==> config.mk <==
export PLATFORM = sky130hd
export DESIGN_NAME = dccr_config_regs
export DESIGN_NICKNAME = d
export VERILOG_FILES = /design/src/rtl/dccr_pkg.sv /design/src/rtl/dccr_mon_if.sv /design/src/rtl/dccr_monitor_decode.sv /design/src/rtl/dccr_config_regs.sv
export VERILOG_INCLUDE_DIRS = /design/src /design/src/rtl
export SDC_FILE = /design/constraint.sdc
export NUM_CORES = 1
export LEC_CHECK = 0
export ABC_AREA = 0
export BUFFER_PORTS_ARGS = -buffer_cell sky130_fd_sc_hd__buf_2
export CAP_MARGIN = 20
export CORE_MARGIN = 5
export CORE_UTILIZATION = 33
export DETAILED_ROUTE_END_ITERATION = 7
export SKIP_CTS_REPAIR_TIMING = 1
export SLEW_MARGIN = 20
export SYNTH_ARGS = -nofsm -noshare
export SYNTH_HDL_FRONTEND = slang
export SYNTH_SLANG_ARGS = --single-unit
==> constraint.sdc <==
create_clock -name mclk -period 11.44 [get_ports mclk]
set_input_delay 1.716 -clock mclk [delete_from_list [all_inputs] [get_ports mclk]]
set_output_delay 1.716 -clock mclk [all_outputs]
set_load 0.1 [all_outputs]
==> src/rtl/dccr_defines.svh <==
// Purpose: Addresses, field positions, reset values and codes of the
//          converter channel configuration registers.
// Assumes: Eight channels, two mode bits each, byte-wide registers.
// Notes:   Definitions only; included by its bare name.
`ifndef DCCR_DEFINES_SVH
`define DCCR_DEFINES_SVH

// ----------------------------------------------------------------------
// Register addresses
// ----------------------------------------------------------------------
`define DCCR_ADDR_MODE_LOW 8'h20
`define DCCR_ADDR_MODE_HIGH 8'h21
`define DCCR_ADDR_SPAN 8'h2A
`define DCCR_ADDR_REF 8'h3C
`define DCCR_ADDR_MON 8'h93

// ----------------------------------------------------------------------
// Field positions and widths
// ----------------------------------------------------------------------
`define DCCR_ADDR_W 8
`define DCCR_DATA_W 8
`define DCCR_MODE_W 2
`define DCCR_CHAN_PER_REG 4
`define DCCR_SPAN_BIT 2
`define DCCR_REF_BIT 0
`define DCCR_MON_W 5
`define DCCR_CHAN_IDX_W 3

// ----------------------------------------------------------------------
// Reset values
// ----------------------------------------------------------------------
`define DCCR_RST_MODE_REG 8'hFF
`define DCCR_RST_SPAN 1'h0
`define DCCR_RST_REF 1'h0
`define DCCR_RST_MON 5'h00
`define DCCR_RST_ALL_ON 8'hFF
`define DCCR_RST_ALL_OFF 8'h00
`define DCCR_RD_ZERO 8'h00

// ----------------------------------------------------------------------
// Channel mode and monitor codes
// ----------------------------------------------------------------------
`define DCCR_MODE_NORMAL 2'h0
`define DCCR_MODE_PD_1K 2'h1
`define DCCR_MODE_PD_7K7 2'h2
`define DCCR_MODE_PD_32K 2'h3
`define DCCR_MON_OFF 5'h00
`define DCCR_MON_FIRST 5'h01
`define DCCR_MON_LAST 5'h18
`define DCCR_MON_TEMP 5'h19
`define DCCR_MON_GND 5'h1A
`define DCCR_MON_STEP 5'h03
`define DCCR_MON_SLOT_VOLT 5'h00
`define DCCR_MON_SLOT_SOURCE 5'h01

`endif

==> src/rtl/dccr_pkg.sv <==
// Purpose: Types shared by the channel configuration modules.
// Assumes: dccr_defines.svh gives the codes.
// Notes:   Nothing here is imported; users write dccr_pkg::name.
`include "dccr_defines.svh"

package dccr_pkg;

  typedef enum logic [1:0] {
    DCCR_NORMAL = `DCCR_MODE_NORMAL,
    DCCR_PD_1K = `DCCR_MODE_PD_1K,
    DCCR_PD_7K7 = `DCCR_MODE_PD_7K7,
    DCCR_PD_32K = `DCCR_MODE_PD_32K
  } dccr_mode_type;

  typedef enum logic [2:0] {
    DCCR_SRC_NONE = 3'h0,
    DCCR_SRC_VOLT = 3'h1,
    DCCR_SRC_SOURCE = 3'h2,
    DCCR_SRC_SINK = 3'h3,
    DCCR_SRC_TEMP = 3'h4,
    DCCR_SRC_GROUND = 3'h5
  } dccr_mon_kind_type;

endpackage : dccr_pkg

==> src/rtl/dccr_mon_if.sv <==
// Purpose: Carries the monitor select code and its decoded meaning.
// Assumes: One decoder and one user.
// Notes:   Internal to the configuration block.
`timescale 1ns/1ps
`include "dccr_defines.svh"

interface dccr_mon_if;
  logic [`DCCR_MON_W-1:0] selCode;
  logic powerDown;
  logic [`DCCR_CHAN_IDX_W-1:0] channel;
  dccr_pkg::dccr_mon_kind_type kind;

  modport decoder (input selCode, output powerDown, output channel,
                   output kind);
  modport user (output selCode, input powerDown, input channel,
                input kind);
endinterface : dccr_mon_if

==> src/rtl/dccr_monitor_decode.sv <==
// Purpose: Turns the monitor select code into a source kind and channel.
// Assumes: Code is stable from a register on the same clock.
// Notes:   Purely combinational.
`timescale 1ns/1ps
`include "dccr_defines.svh"

module dccr_monitor_decode (
  dccr_mon_if.decoder mon
);

  // Offset of a channel code from the first channel code.
  function automatic logic [`DCCR_MON_W-1:0] chanOffset(
    input logic [`DCCR_MON_W-1:0] code
  );
    chanOffset = code - `DCCR_MON_FIRST;
  endfunction : chanOffset

  wire [`DCCR_MON_W-1:0] offset = chanOffset(mon.selCode);
  wire [`DCCR_MON_W-1:0] group = offset / `DCCR_MON_STEP;
  wire [`DCCR_MON_W-1:0] slot = offset % `DCCR_MON_STEP;
  wire isChan = (mon.selCode >= `DCCR_MON_FIRST) &&
                (mon.selCode <= `DCCR_MON_LAST);
  wire isTemp = (mon.selCode == `DCCR_MON_TEMP);
  wire isGnd = (mon.selCode == `DCCR_MON_GND);

  // Three codes per channel: voltage, sourcing current, sinking current.
  wire dccr_pkg::dccr_mon_kind_type chanKind =
    (slot == `DCCR_MON_SLOT_VOLT) ? dccr_pkg::DCCR_SRC_VOLT :
    (slot == `DCCR_MON_SLOT_SOURCE) ? dccr_pkg::DCCR_SRC_SOURCE :
    dccr_pkg::DCCR_SRC_SINK;

  assign mon.channel = isChan ? group[`DCCR_CHAN_IDX_W-1:0] :
                       {`DCCR_CHAN_IDX_W{1'b0}};
  assign mon.kind = isChan ? chanKind :
                    isTemp ? dccr_pkg::DCCR_SRC_TEMP :
                    isGnd ? dccr_pkg::DCCR_SRC_GROUND :
                    dccr_pkg::DCCR_SRC_NONE;
  // Code zero and the undefined top codes both leave the pin powered down.
  assign mon.powerDown = !(isChan || isTemp || isGnd);

endmodule : dccr_monitor_decode

==> src/rtl/dccr_config_regs.sv <==
// Purpose: Configuration registers of an eight-channel voltage-output
//          converter: channel modes, output span, reference source and
//          analog monitor selection, with decoded analog controls.
// Assumes: The serial interface engine on mclk presents byte writes and
//          reads by address; its inputs need no synchroniser.
// Notes:   Decoded controls follow the registers one enabled mclk edge later.
//          Undefined monitor codes are stored and read as written.
//
// How it works
// - Mode codes: normal, or three power-down impedances.
// - Every channel mode resets to 32 kilohm.
// - Four mode fields per byte, low channel lowest.
// - Bit two selects one or two reference spans.
// - Bit zero selects internal reference driven out.
// - Monitor select resets zero, zero powers down.
// - Codes 1 to 24 step channels by three.
// - Code 25 temperature, code 26 analog ground.
// - Reserved bits read zero, ignore writes.
// - Low channel modes at 0x20, reset 0xFF.
`timescale 1ns/1ps
`include "dccr_defines.svh"

module dccr_config_regs #(
  parameter int NUM_CHAN = 8
) (
  input wire logic mclk,
  input wire logic reset_n,
  input wire logic clkEn,
  input wire logic [`DCCR_ADDR_W-1:0] regAddr,
  input wire logic [`DCCR_DATA_W-1:0] regWrData,
  input wire logic regWrEn,
  input wire logic regRdEn,
  output logic [`DCCR_DATA_W-1:0] regRdData,
  output logic regRdValid,
  output logic [NUM_CHAN-1:0] chanNormal,
  output logic [NUM_CHAN-1:0] chanPd1k,
  output logic [NUM_CHAN-1:0] chanPd7k7,
  output logic [NUM_CHAN-1:0] chanPd32k,
  output logic spanDouble,
  output logic refInternal,
  output logic refPinDrive,
  output logic monPowerDown,
  output logic [`DCCR_CHAN_IDX_W-1:0] monChannel,
  output logic monVoltSel,
  output logic monSourceSel,
  output logic monSinkSel,
  output logic monTempSel,
  output logic monGroundSel
);

  // ----------------------------------------------------------------------
  // Helpers
  // ----------------------------------------------------------------------

  // Compares a two-bit mode field with one mode.
  function automatic logic modeIs(
    input logic [`DCCR_MODE_W-1:0] field,
    input dccr_pkg::dccr_mode_type mode
  );
    modeIs = (dccr_pkg::dccr_mode_type'(field) == mode);
  endfunction : modeIs

  // Address decode used by both the write and the read paths.
  function automatic logic addrIs(
    input logic [`DCCR_ADDR_W-1:0] addr,
    input logic [`DCCR_ADDR_W-1:0] target
  );
    addrIs = (addr == target);
  endfunction : addrIs

  // Places a one-bit field at its position in an otherwise zero byte.
  function automatic logic [`DCCR_DATA_W-1:0] placeBit(
    input logic value,
    input int pos
  );
    placeBit = `DCCR_RD_ZERO;
    placeBit[pos] = value;
  endfunction : placeBit

  // ----------------------------------------------------------------------
  // Register state
  // ----------------------------------------------------------------------

  logic [`DCCR_DATA_W-1:0] modeLow_q;
  logic [`DCCR_DATA_W-1:0] modeHigh_q;
  logic span_q;
  logic refSel_q;
  logic [`DCCR_MON_W-1:0] monSel_q;
  logic [`DCCR_DATA_W-1:0] rdData_q;
  logic [`DCCR_DATA_W-1:0] rdData_d;
  logic rdValid_q;

  // ----------------------------------------------------------------------
  // Write decode
  // ----------------------------------------------------------------------

  wire hitModeLow = addrIs(regAddr, `DCCR_ADDR_MODE_LOW);
  wire hitModeHigh = addrIs(regAddr, `DCCR_ADDR_MODE_HIGH);
  wire hitSpan = addrIs(regAddr, `DCCR_ADDR_SPAN);
  wire hitRef = addrIs(regAddr, `DCCR_ADDR_REF);
  wire hitMon = addrIs(regAddr, `DCCR_ADDR_MON);

  // A write strobe is taken only on an enabled edge.
  wire wrTaken = clkEn && regWrEn;
  wire wrModeLow = wrTaken && hitModeLow;
  wire wrModeHigh = wrTaken && hitModeHigh;
  wire wrSpan = wrTaken && hitSpan;
  wire wrRef = wrTaken && hitRef;
  wire wrMon = wrTaken && hitMon;

  // Only the defined field of each mixed register is kept.
  wire spanBitIn = regWrData[`DCCR_SPAN_BIT];
  wire refBitIn = regWrData[`DCCR_REF_BIT];
  wire [`DCCR_MON_W-1:0] monIn = regWrData[`DCCR_MON_W-1:0];

  // ----------------------------------------------------------------------
  // Configuration registers
  // ----------------------------------------------------------------------

  always_ff @(posedge mclk or negedge reset_n)
  begin
    if (!reset_n)
    begin
      modeLow_q <= `DCCR_RST_MODE_REG;
      modeHigh_q <= `DCCR_RST_MODE_REG;
    end
    else
    begin
      if (wrModeLow)
        modeLow_q <= regWrData;
      if (wrModeHigh)
        modeHigh_q <= regWrData;
    end
  end

  always_ff @(posedge mclk or negedge reset_n)
  begin
    if (!reset_n)
    begin
      span_q <= `DCCR_RST_SPAN;
      refSel_q <= `DCCR_RST_REF;
      monSel_q <= `DCCR_RST_MON;
    end
    else
    begin
      if (wrSpan)
        span_q <= spanBitIn;
      if (wrRef)
        refSel_q <= refBitIn;
      if (wrMon)
        monSel_q <= monIn;
    end
  end

  // ----------------------------------------------------------------------
  // Read path
  // ----------------------------------------------------------------------

  // Reserved positions are filled with zero before the field is placed.
  wire [`DCCR_DATA_W-1:0] spanRead =
    placeBit(span_q, `DCCR_SPAN_BIT);
  wire [`DCCR_DATA_W-1:0] refRead =
    placeBit(refSel_q, `DCCR_REF_BIT);
  wire [`DCCR_DATA_W-1:0] monRead =
    {{(`DCCR_DATA_W-`DCCR_MON_W){1'b0}}, monSel_q};

  // An unmapped address reads as zero.
  always_comb
  begin
    rdData_d = `DCCR_RD_ZERO;
    if (hitModeLow)
      rdData_d = modeLow_q;
    else if (hitModeHigh)
      rdData_d = modeHigh_q;
    else if (hitSpan)
      rdData_d = spanRead;
    else if (hitRef)
      rdData_d = refRead;
    else if (hitMon)
      rdData_d = monRead;
  end

  // A read in the same cycle as a write to that address sees the old value.
  always_ff @(posedge mclk or negedge reset_n)
  begin
    if (!reset_n)
    begin
      rdData_q <= `DCCR_RD_ZERO;
      rdValid_q <= 1'b0;
    end
    else if (clkEn)
    begin
      rdValid_q <= regRdEn;
      if (regRdEn)
        rdData_q <= rdData_d;
    end
  end

  assign regRdData = rdData_q;
  assign regRdValid = rdValid_q;

  // ----------------------------------------------------------------------
  // Channel mode decode
  // ----------------------------------------------------------------------

  wire [2*`DCCR_DATA_W-1:0] modeAll = {modeHigh_q, modeLow_q};
  logic [NUM_CHAN-1:0] normal_d;
  logic [NUM_CHAN-1:0] pd1k_d;
  logic [NUM_CHAN-1:0] pd7k7_d;
  logic [NUM_CHAN-1:0] pd32k_d;

  for (genvar ch = 0; ch < NUM_CHAN; ch++)
  begin : g_chan
    // Channel ch sits at bits [2ch+1:2ch] of the joined mode bytes.
    wire [`DCCR_MODE_W-1:0] field =
      modeAll[`DCCR_MODE_W*ch +: `DCCR_MODE_W];
    assign normal_d[ch] = modeIs(field, dccr_pkg::DCCR_NORMAL);
    assign pd1k_d[ch] = modeIs(field, dccr_pkg::DCCR_PD_1K);
    assign pd7k7_d[ch] = modeIs(field, dccr_pkg::DCCR_PD_7K7);
    assign pd32k_d[ch] = modeIs(field, dccr_pkg::DCCR_PD_32K);
  end

  // ----------------------------------------------------------------------
  // Monitor decode
  // ----------------------------------------------------------------------

  dccr_mon_if monBus ();

  assign monBus.selCode = monSel_q;

  dccr_monitor_decode u_mon_decode (
    .mon(monBus.decoder)
  );

  wire monVolt_d = (monBus.kind == dccr_pkg::DCCR_SRC_VOLT);
  wire monSource_d = (monBus.kind == dccr_pkg::DCCR_SRC_SOURCE);
  wire monSink_d = (monBus.kind == dccr_pkg::DCCR_SRC_SINK);
  wire monTemp_d = (monBus.kind == dccr_pkg::DCCR_SRC_TEMP);
  wire monGnd_d = (monBus.kind == dccr_pkg::DCCR_SRC_GROUND);

  // ----------------------------------------------------------------------
  // Registered analog controls
  // ----------------------------------------------------------------------

  // Outputs leave reset in the state the reset register values imply, so
  // the analog side never sees a glitch toward normal operation.
  always_ff @(posedge mclk or negedge reset_n)
  begin
    if (!reset_n)
    begin
      chanNormal <= NUM_CHAN'(`DCCR_RST_ALL_OFF);
      chanPd1k <= NUM_CHAN'(`DCCR_RST_ALL_OFF);
      chanPd7k7 <= NUM_CHAN'(`DCCR_RST_ALL_OFF);
      chanPd32k <= NUM_CHAN'(`DCCR_RST_ALL_ON);
    end
    else if (clkEn)
    begin
      chanNormal <= normal_d;
      chanPd1k <= pd1k_d;
      chanPd7k7 <= pd7k7_d;
      chanPd32k <= pd32k_d;
    end
  end

  always_ff @(posedge mclk or negedge reset_n)
  begin
    if (!reset_n)
    begin
      spanDouble <= `DCCR_RST_SPAN;
      refInternal <= `DCCR_RST_REF;
      refPinDrive <= `DCCR_RST_REF;
    end
    else if (clkEn)
    begin
      spanDouble <= span_q;
      refInternal <= refSel_q;
      // The pin is an output exactly while the internal source is used.
      refPinDrive <= refSel_q;
    end
  end

  always_ff @(posedge mclk or negedge reset_n)
  begin
    if (!reset_n)
    begin
      monPowerDown <= 1'b1;
      monChannel <= {`DCCR_CHAN_IDX_W{1'b0}};
      monVoltSel <= 1'b0;
      monSourceSel <= 1'b0;
      monSinkSel <= 1'b0;
      monTempSel <= 1'b0;
      monGroundSel <= 1'b0;
    end
    else if (clkEn)
    begin
      monPowerDown <= monBus.powerDown;
      monChannel <= monBus.channel;
      monVoltSel <= monVolt_d;
      monSourceSel <= monSource_d;
      monSinkSel <= monSink_d;
      monTempSel <= monTemp_d;
      monGroundSel <= monGnd_d;
    end
  end

endmodule : dccr_config_regs

**After elaboration in Yosys (flattened, before gate mapping)**

Cells that the tools add are included.

- Add/subtract/negate cells: 1
- Div/mod/pow operators: 2
- Magnitude comparators: 2
- Equal/unequal tests: 37
- Muxes and demuxes: 11
- Reduce and logical (&&, ||, !) cells: 20

Operator list:

| kind | number |
|---|---|
| 2-bit == test (second input constant) | 16 |
| 8-bit by 6-bit == test with 1-bit output (second input constant) | 4 |
| 2-bit by 1-bit == test with 1-bit output (second input constant) | 8 |
| 2-bit logical NOT | 8 |
| 8-bit two-way mux | 2 |
| 3-bit two-way mux | 5 |
| 5-bit two-way mux | 3 |
| 5-bit == test (second input constant) | 2 |
| 8-bit == test (second input constant) | 1 |
| 1-bit logical AND | 7 |
| 3-bit by 2-bit == test with 1-bit output (second input constant) | 2 |
| 3-bit == test (second input constant) | 2 |
| 5-bit by 2-bit divider with 5-bit output (second input constant) | 1 |
| 5-bit by 1-bit == test with 1-bit output (second input constant) | 1 |
| 5-bit by 1-bit >= comparator with 1-bit output (second input constant) | 1 |
| 5-bit less-or-equal comparator (second input constant) | 1 |
| 5-bit logical NOT | 1 |
| 5-bit by 2-bit remainder unit with 5-bit output (second input constant) | 1 |
| 5-bit by 1-bit subtractor with 5-bit output (second input constant) | 1 |
| 3-bit by 1-bit == test with 1-bit output (second input constant) | 1 |
| 1-bit logical OR | 2 |
| 2-bit AND reduction | 1 |
| 1-bit logical NOT | 1 |
| 1-bit two-way mux | 1 |

- Bits in registers: 75
- Input port bits: 21
- Output and inout port bits: 53
- Logic and storage cells: 93

**Longest topological paths before layout**

- Word-level depth: 7
- Depth in mapped cells: 19
- Depth with buffers taken out: 17

**Modules after synthesis**

A second synthesis with hierarchy kept.

- Cells, all modules: 401
- Area, all modules: 4100.2 µm²

Modules (own cells, without submodules):

| module | times used | cells an instance | area each (µm²) | sequential area each (µm²) |
|---|---|---|---|---|
| dccr_config_regs | 1 | 273 | 3240.6 | 1908.1 |
| dccr_monitor_decode | 1 | 128 | 859.6 | 0.0 |

**Worst setup path before layout**

OpenSTA, ideal clock, no wires.

- Kind: register to register
- Start: reg monSel_q[0], in the netlist monBus.selCode[0]
- End: reg monSinkSel
- Setup time: 120 ps
- Data arrival time: 4158 ps
- Data required time: 11320 ps
- Slack: 7162 ps
- Stages on the path, launching flop included: 20
- Path buffers: 2
- Period minus slack after synthesis: 4278 ps
- Cells stage by stage: dfrtp_1 > buf_4 > inv_1 > ha_1 > buf_6 > xor2_2 > o22ai_4 > ha_1 > and3b_1 > or3b_2 > nand4_4 > nor3_4 > o21bai_1 > inv_1 > ha_1 > a21oi_1 > o211ai_1 > nand3b_1 > a221o_1 > a41o_1

- Cells in the longest elaborated chain, start to end: 7
- Elaborated cells between the ends (all ways): 15
- Classes of those cells: add/sub (1); div (1); order compare (2); eq/ne (4); mux (5); reduce/logical (2)

Ends and longest elaborated chain:

| element | RTL line | source |
|---|---|---|
| from (decl) | dccr_config_regs.sv:88 | `` logic [`DCCR_MON_W-1:0] monSel_q; `` |
| from (signal assigned) | dccr_config_regs.sv:142 | `` monSel_q <= `DCCR_RST_MON; `` |
| from (signal assigned) | dccr_config_regs.sv:151 | `monSel_q <= monIn;` |
| 5-bit by 1-bit subtractor with 5-bit output (no line) | n/a |  |
| 5-bit by 2-bit remainder unit with 5-bit output (no line) | n/a |  |
| 5-bit by 1-bit == test with 1-bit output (no line) | n/a |  |
| 1-bit two-way mux | dccr_monitor_decode.sv:29 | `` (slot == `DCCR_MON_SLOT_SOURCE) ? dccr_pkg::DCCR_SRC_SOURCE : `` |
| 3-bit two-way mux | dccr_monitor_decode.sv:28 | `` (slot == `DCCR_MON_SLOT_VOLT) ? dccr_pkg::DCCR_SRC_VOLT : `` |
| 3-bit two-way mux * | dccr_monitor_decode.sv:34 | `assign mon.kind = isChan ? chanKind :` |
| 3-bit by 2-bit == test with 1-bit output * | dccr_config_regs.sv:237 | `wire monSink_d = (monBus.kind == dccr_pkg::DCCR_SRC_SINK);` |
| to (signal assigned) | dccr_config_regs.sv:300 | `monSinkSel <= monSink_d;` |
| to (decl) | dccr_config_regs.sv:46 | `output logic monSinkSel,` |

Mark *: on every way between the ends. The rest lies on a longest branch, timed or not.
A chain may end at the register's enable or synchronous reset.

**Final worst setup path**

Same ends and word-level chain as after synthesis.

==> results_dict.tcl <==
set metrics [dict create \
    synth_flop_cell "dfrtp_1" \
    peakVddDrop_mv 0.0577 \
    grt_pass1_wl_mm 15.8 \
    max_freq_mhz 199 \
    vias 3044 \
    drv_slew 0 \
    synth_edf_count 0 \
    grt.overflow.total 0 \
    synth.area.top_cells "dfrtp_1, dfstp_2, mux2_2, o21ai_0, inv_1" \
    rows 40 \
    hold_viol 0 \
    synth.distinct_cells 67 \
    synth.ff_latch_count 75 \
    cts_tree "yes" \
    fp.coreArea_um2 12000 \
    drive_gt1_frac 0.366 \
    cts.clk_slew.worst_paths_ns 0.06 \
    clk_latency_ns 0.34 \
    io_buffers 73 \
    hold_depth 2 \
    yosysTopAreaCellShare 0.312 \
    drc 0 \
    hp-start "chanPd32k[0]$_DFFE_PN1P_" \
    cts_buffers 9 \
    grt_max_degree 78 \
    finalSetupTns_ns 0 \
    worstPathRequired_ns 11.67 \
    grt_antenna_before_repair 0 \
    initial_utilization 0.336 \
    critPathLaunchType "register" \
    fp.dieH_um 120 \
    cap_violations 0 \
    netlist_instances 381 \
    detailed_place_hpwl_mm 6.85 \
    whs_endpoint "chanPd32k[0]$_DFFE_PN1P_" \
    rsz0062_at_grt "no" \
    period_needed_ns 5.03 \
    die_area_um2 14500 \
    rr_endpoint "monSinkSel$_DFFE_PN0P_" \
    wire_per_inst_um 15.9 \
    syn-num-nets 410 \
    dieWidth_um 120 \
    htreeDepth 3 \
    vias_per_cell 5.05 \
    synth_common_cells "dfrtp_1, inv_1, o21ai_0" \
    worstRegToRegCells 17 \
    slew-limit-headroom 0.533 \
    grt_usage 0.138 \
    reg2reg_from "monBus.selCode[0]$_DFFE_PN0P_" \
    total_power_uw 728 \
    antenna_cells 0 \
    power.density_nw_per_um2 151 \
    clockBufferDepth 2 \
    dr.first_iter.drc_count 157 \
    status "completed" \
    synth_seq_area_share 0.475 \
    synth.cell_area_um2 4020 \
    num_io_pins 74 \
    grt_pass1_vias 3045 \
    path_max_fanout 15 \
    antenna_left 0 \
    post-synth-top-count-cell "dfrtp_1" \
    yosys_warnings 0 \
    synth_top_area_cell "dfrtp_1" \
    crit_arrival_ns 5.26 \
    area_delta_synth_final_pct 19.7 \
    p_leak_uw 0.00213 \
    cts_root_buffer "clkbuf_16" \
    setup_viol 0 \
    async_flop_share 1.00 \
    crit_type "register to register" \
    cts_sinks 75 \
    tightest_slew_ns 0.700 \
    drt-total-wl_mm 9.60 \
    avgSynthCellArea_um2 10.5 \
    fin_crit_sh 0.440 \
    dr.pass1.iters 4 \
    hold_path.class "register to register" \
    worst_clock_skew_ns 0.00510 \
    end_kind "register" \
    fin_nets 481 \
    r2r_slack_ns 6.41 \
    place.gp.congestion 0.839 \
]
[sequential cells by signal (all words and copies together) (netlist names), 3 cells and up]
| register | count |
|---|---|
| chanNormal | 8 |
| chanPd1k | 8 |
| chanPd32k | 8 |
| chanPd7k7 | 8 |
| modeHigh_q | 8 |
| modeLow_q | 8 |
| regRdData | 8 |
| monBus.selCode | 5 |
| monChannel | 3 |
[per-stage QoR]
stage,setup WS [ns],util,instances,cell area (um^2),hold slack (ns)
floorplan,7.16,-,381,4020,0.493
global placement,6.62,0.374,586,4480,0.457
detailed placement,6.48,0.374,586,4480,0.459
CTS,6.46,0.399,601,4770,0.471
global route,5.95,0.402,603,4800,0.486
finish,6.41,0.402,603,4800,0.471
[worst max-delay path: stages, from the launching register on]
cell	delay [ns]
dfrtp_1	0.63
inv_1	0.27
ha_1	0.44
xor2_2	0.25
o22ai_4	0.28
ha_1	0.37
and3b_1	0.22
or3b_2	0.50
nand4_4	0.17
nor3_4	0.06
o21bai_1	0.32
inv_1	0.08
ha_1	0.21
a21oi_1	0.16
o211ai_1	0.17
nand3b_1	0.19
a221o_1	0.34
a41o_1	0.24
[cells by family after synthesis]
| group | after synthesis | share of synthesized area |
|---|---|---|
| AOI/OAI and AO/OA | 84 | 0.146 |
| xor gates and xnor gates | 2 | 0.00810 |
| adders and majority gates | 8 | 0.0249 |
| buffers and inverters | 58 | 0.0642 |
| DFF | 75 | 0.475 |
| muxes | 41 | 0.113 |
| and+or+nand+nor | 113 | 0.169 |
[routing by layer]
| layer | up-vias | wire length [um] | GRT usage |
|---|---|---|---|
| li1 | 1490 | - | - |
| met1 | 1469 | 4530 | 0.182 |
| met2 | 67 | 4320 | 0.208 |
| met3 | 18 | 497 | 0.0416 |
| met4 | 0 | 251 | 0.0602 |
| met5 | - | 0 | 0 |
[placed cells by master (no fill, tap or decap), types with 3 or more instances in the layout]
cell type	n
dfrtp_1	50
inv_1	40
buf_4	3
nand3b_1	18
and3_1	3
nor4_1	4
nor2_1	21
and3b_1	3
clkbuf_16	9
a21oi_1	7
o21ai_0	38
ha_1	8
mux2_2	30
mux2i_1	10
dfstp_2	25
nor2b_1	3
nand2_1	24
nor3_1	3
o31ai_1	5
nand3_1	12
buf_2	72
o22ai_1	10
[area by class of cell]
type	instances	area, um^2
fillers	1192	7160
flip-flops and latches	75	1910
multi-input cells	248	1850
repair buffers	77	415
clock buffers	11	243
well taps	147	184
inverters	41	154
clock inverters	4	51.3
[where the power goes]
group / switching, uW / total, uW / leakage (uW) / internal, uW
clock: 108 / 282 / 0.000142 / 174
sequential: 9.54 / 289 / 0.000890 / 279
combinational: 120 / 157 / 0.00110 / 37.2
total: 238 / 728 / 0.00213 / 490
[worst max path at each step]
stage	from	to	slack, ns
after floorplan	monBus.selCode[0]$_DFFE_PN0P_	monSinkSel$_DFFE_PN0P_	7.16
after global placement	monBus.selCode[0]$_DFFE_PN0P_	monSinkSel$_DFFE_PN0P_	6.62
after detailed placement	monBus.selCode[0]$_DFFE_PN0P_	monSinkSel$_DFFE_PN0P_	6.48
after CTS	monBus.selCode[0]$_DFFE_PN0P_	monSinkSel$_DFFE_PN0P_	6.46
after global routing	monBus.selCode[0]$_DFFE_PN0P_	monSinkSel$_DFFE_PN0P_	5.95
final	monBus.selCode[0]$_DFFE_PN0P_	monSinkSel$_DFFE_PN0P_	6.41
No activity file was read; power rests on OpenSTA's default activity.
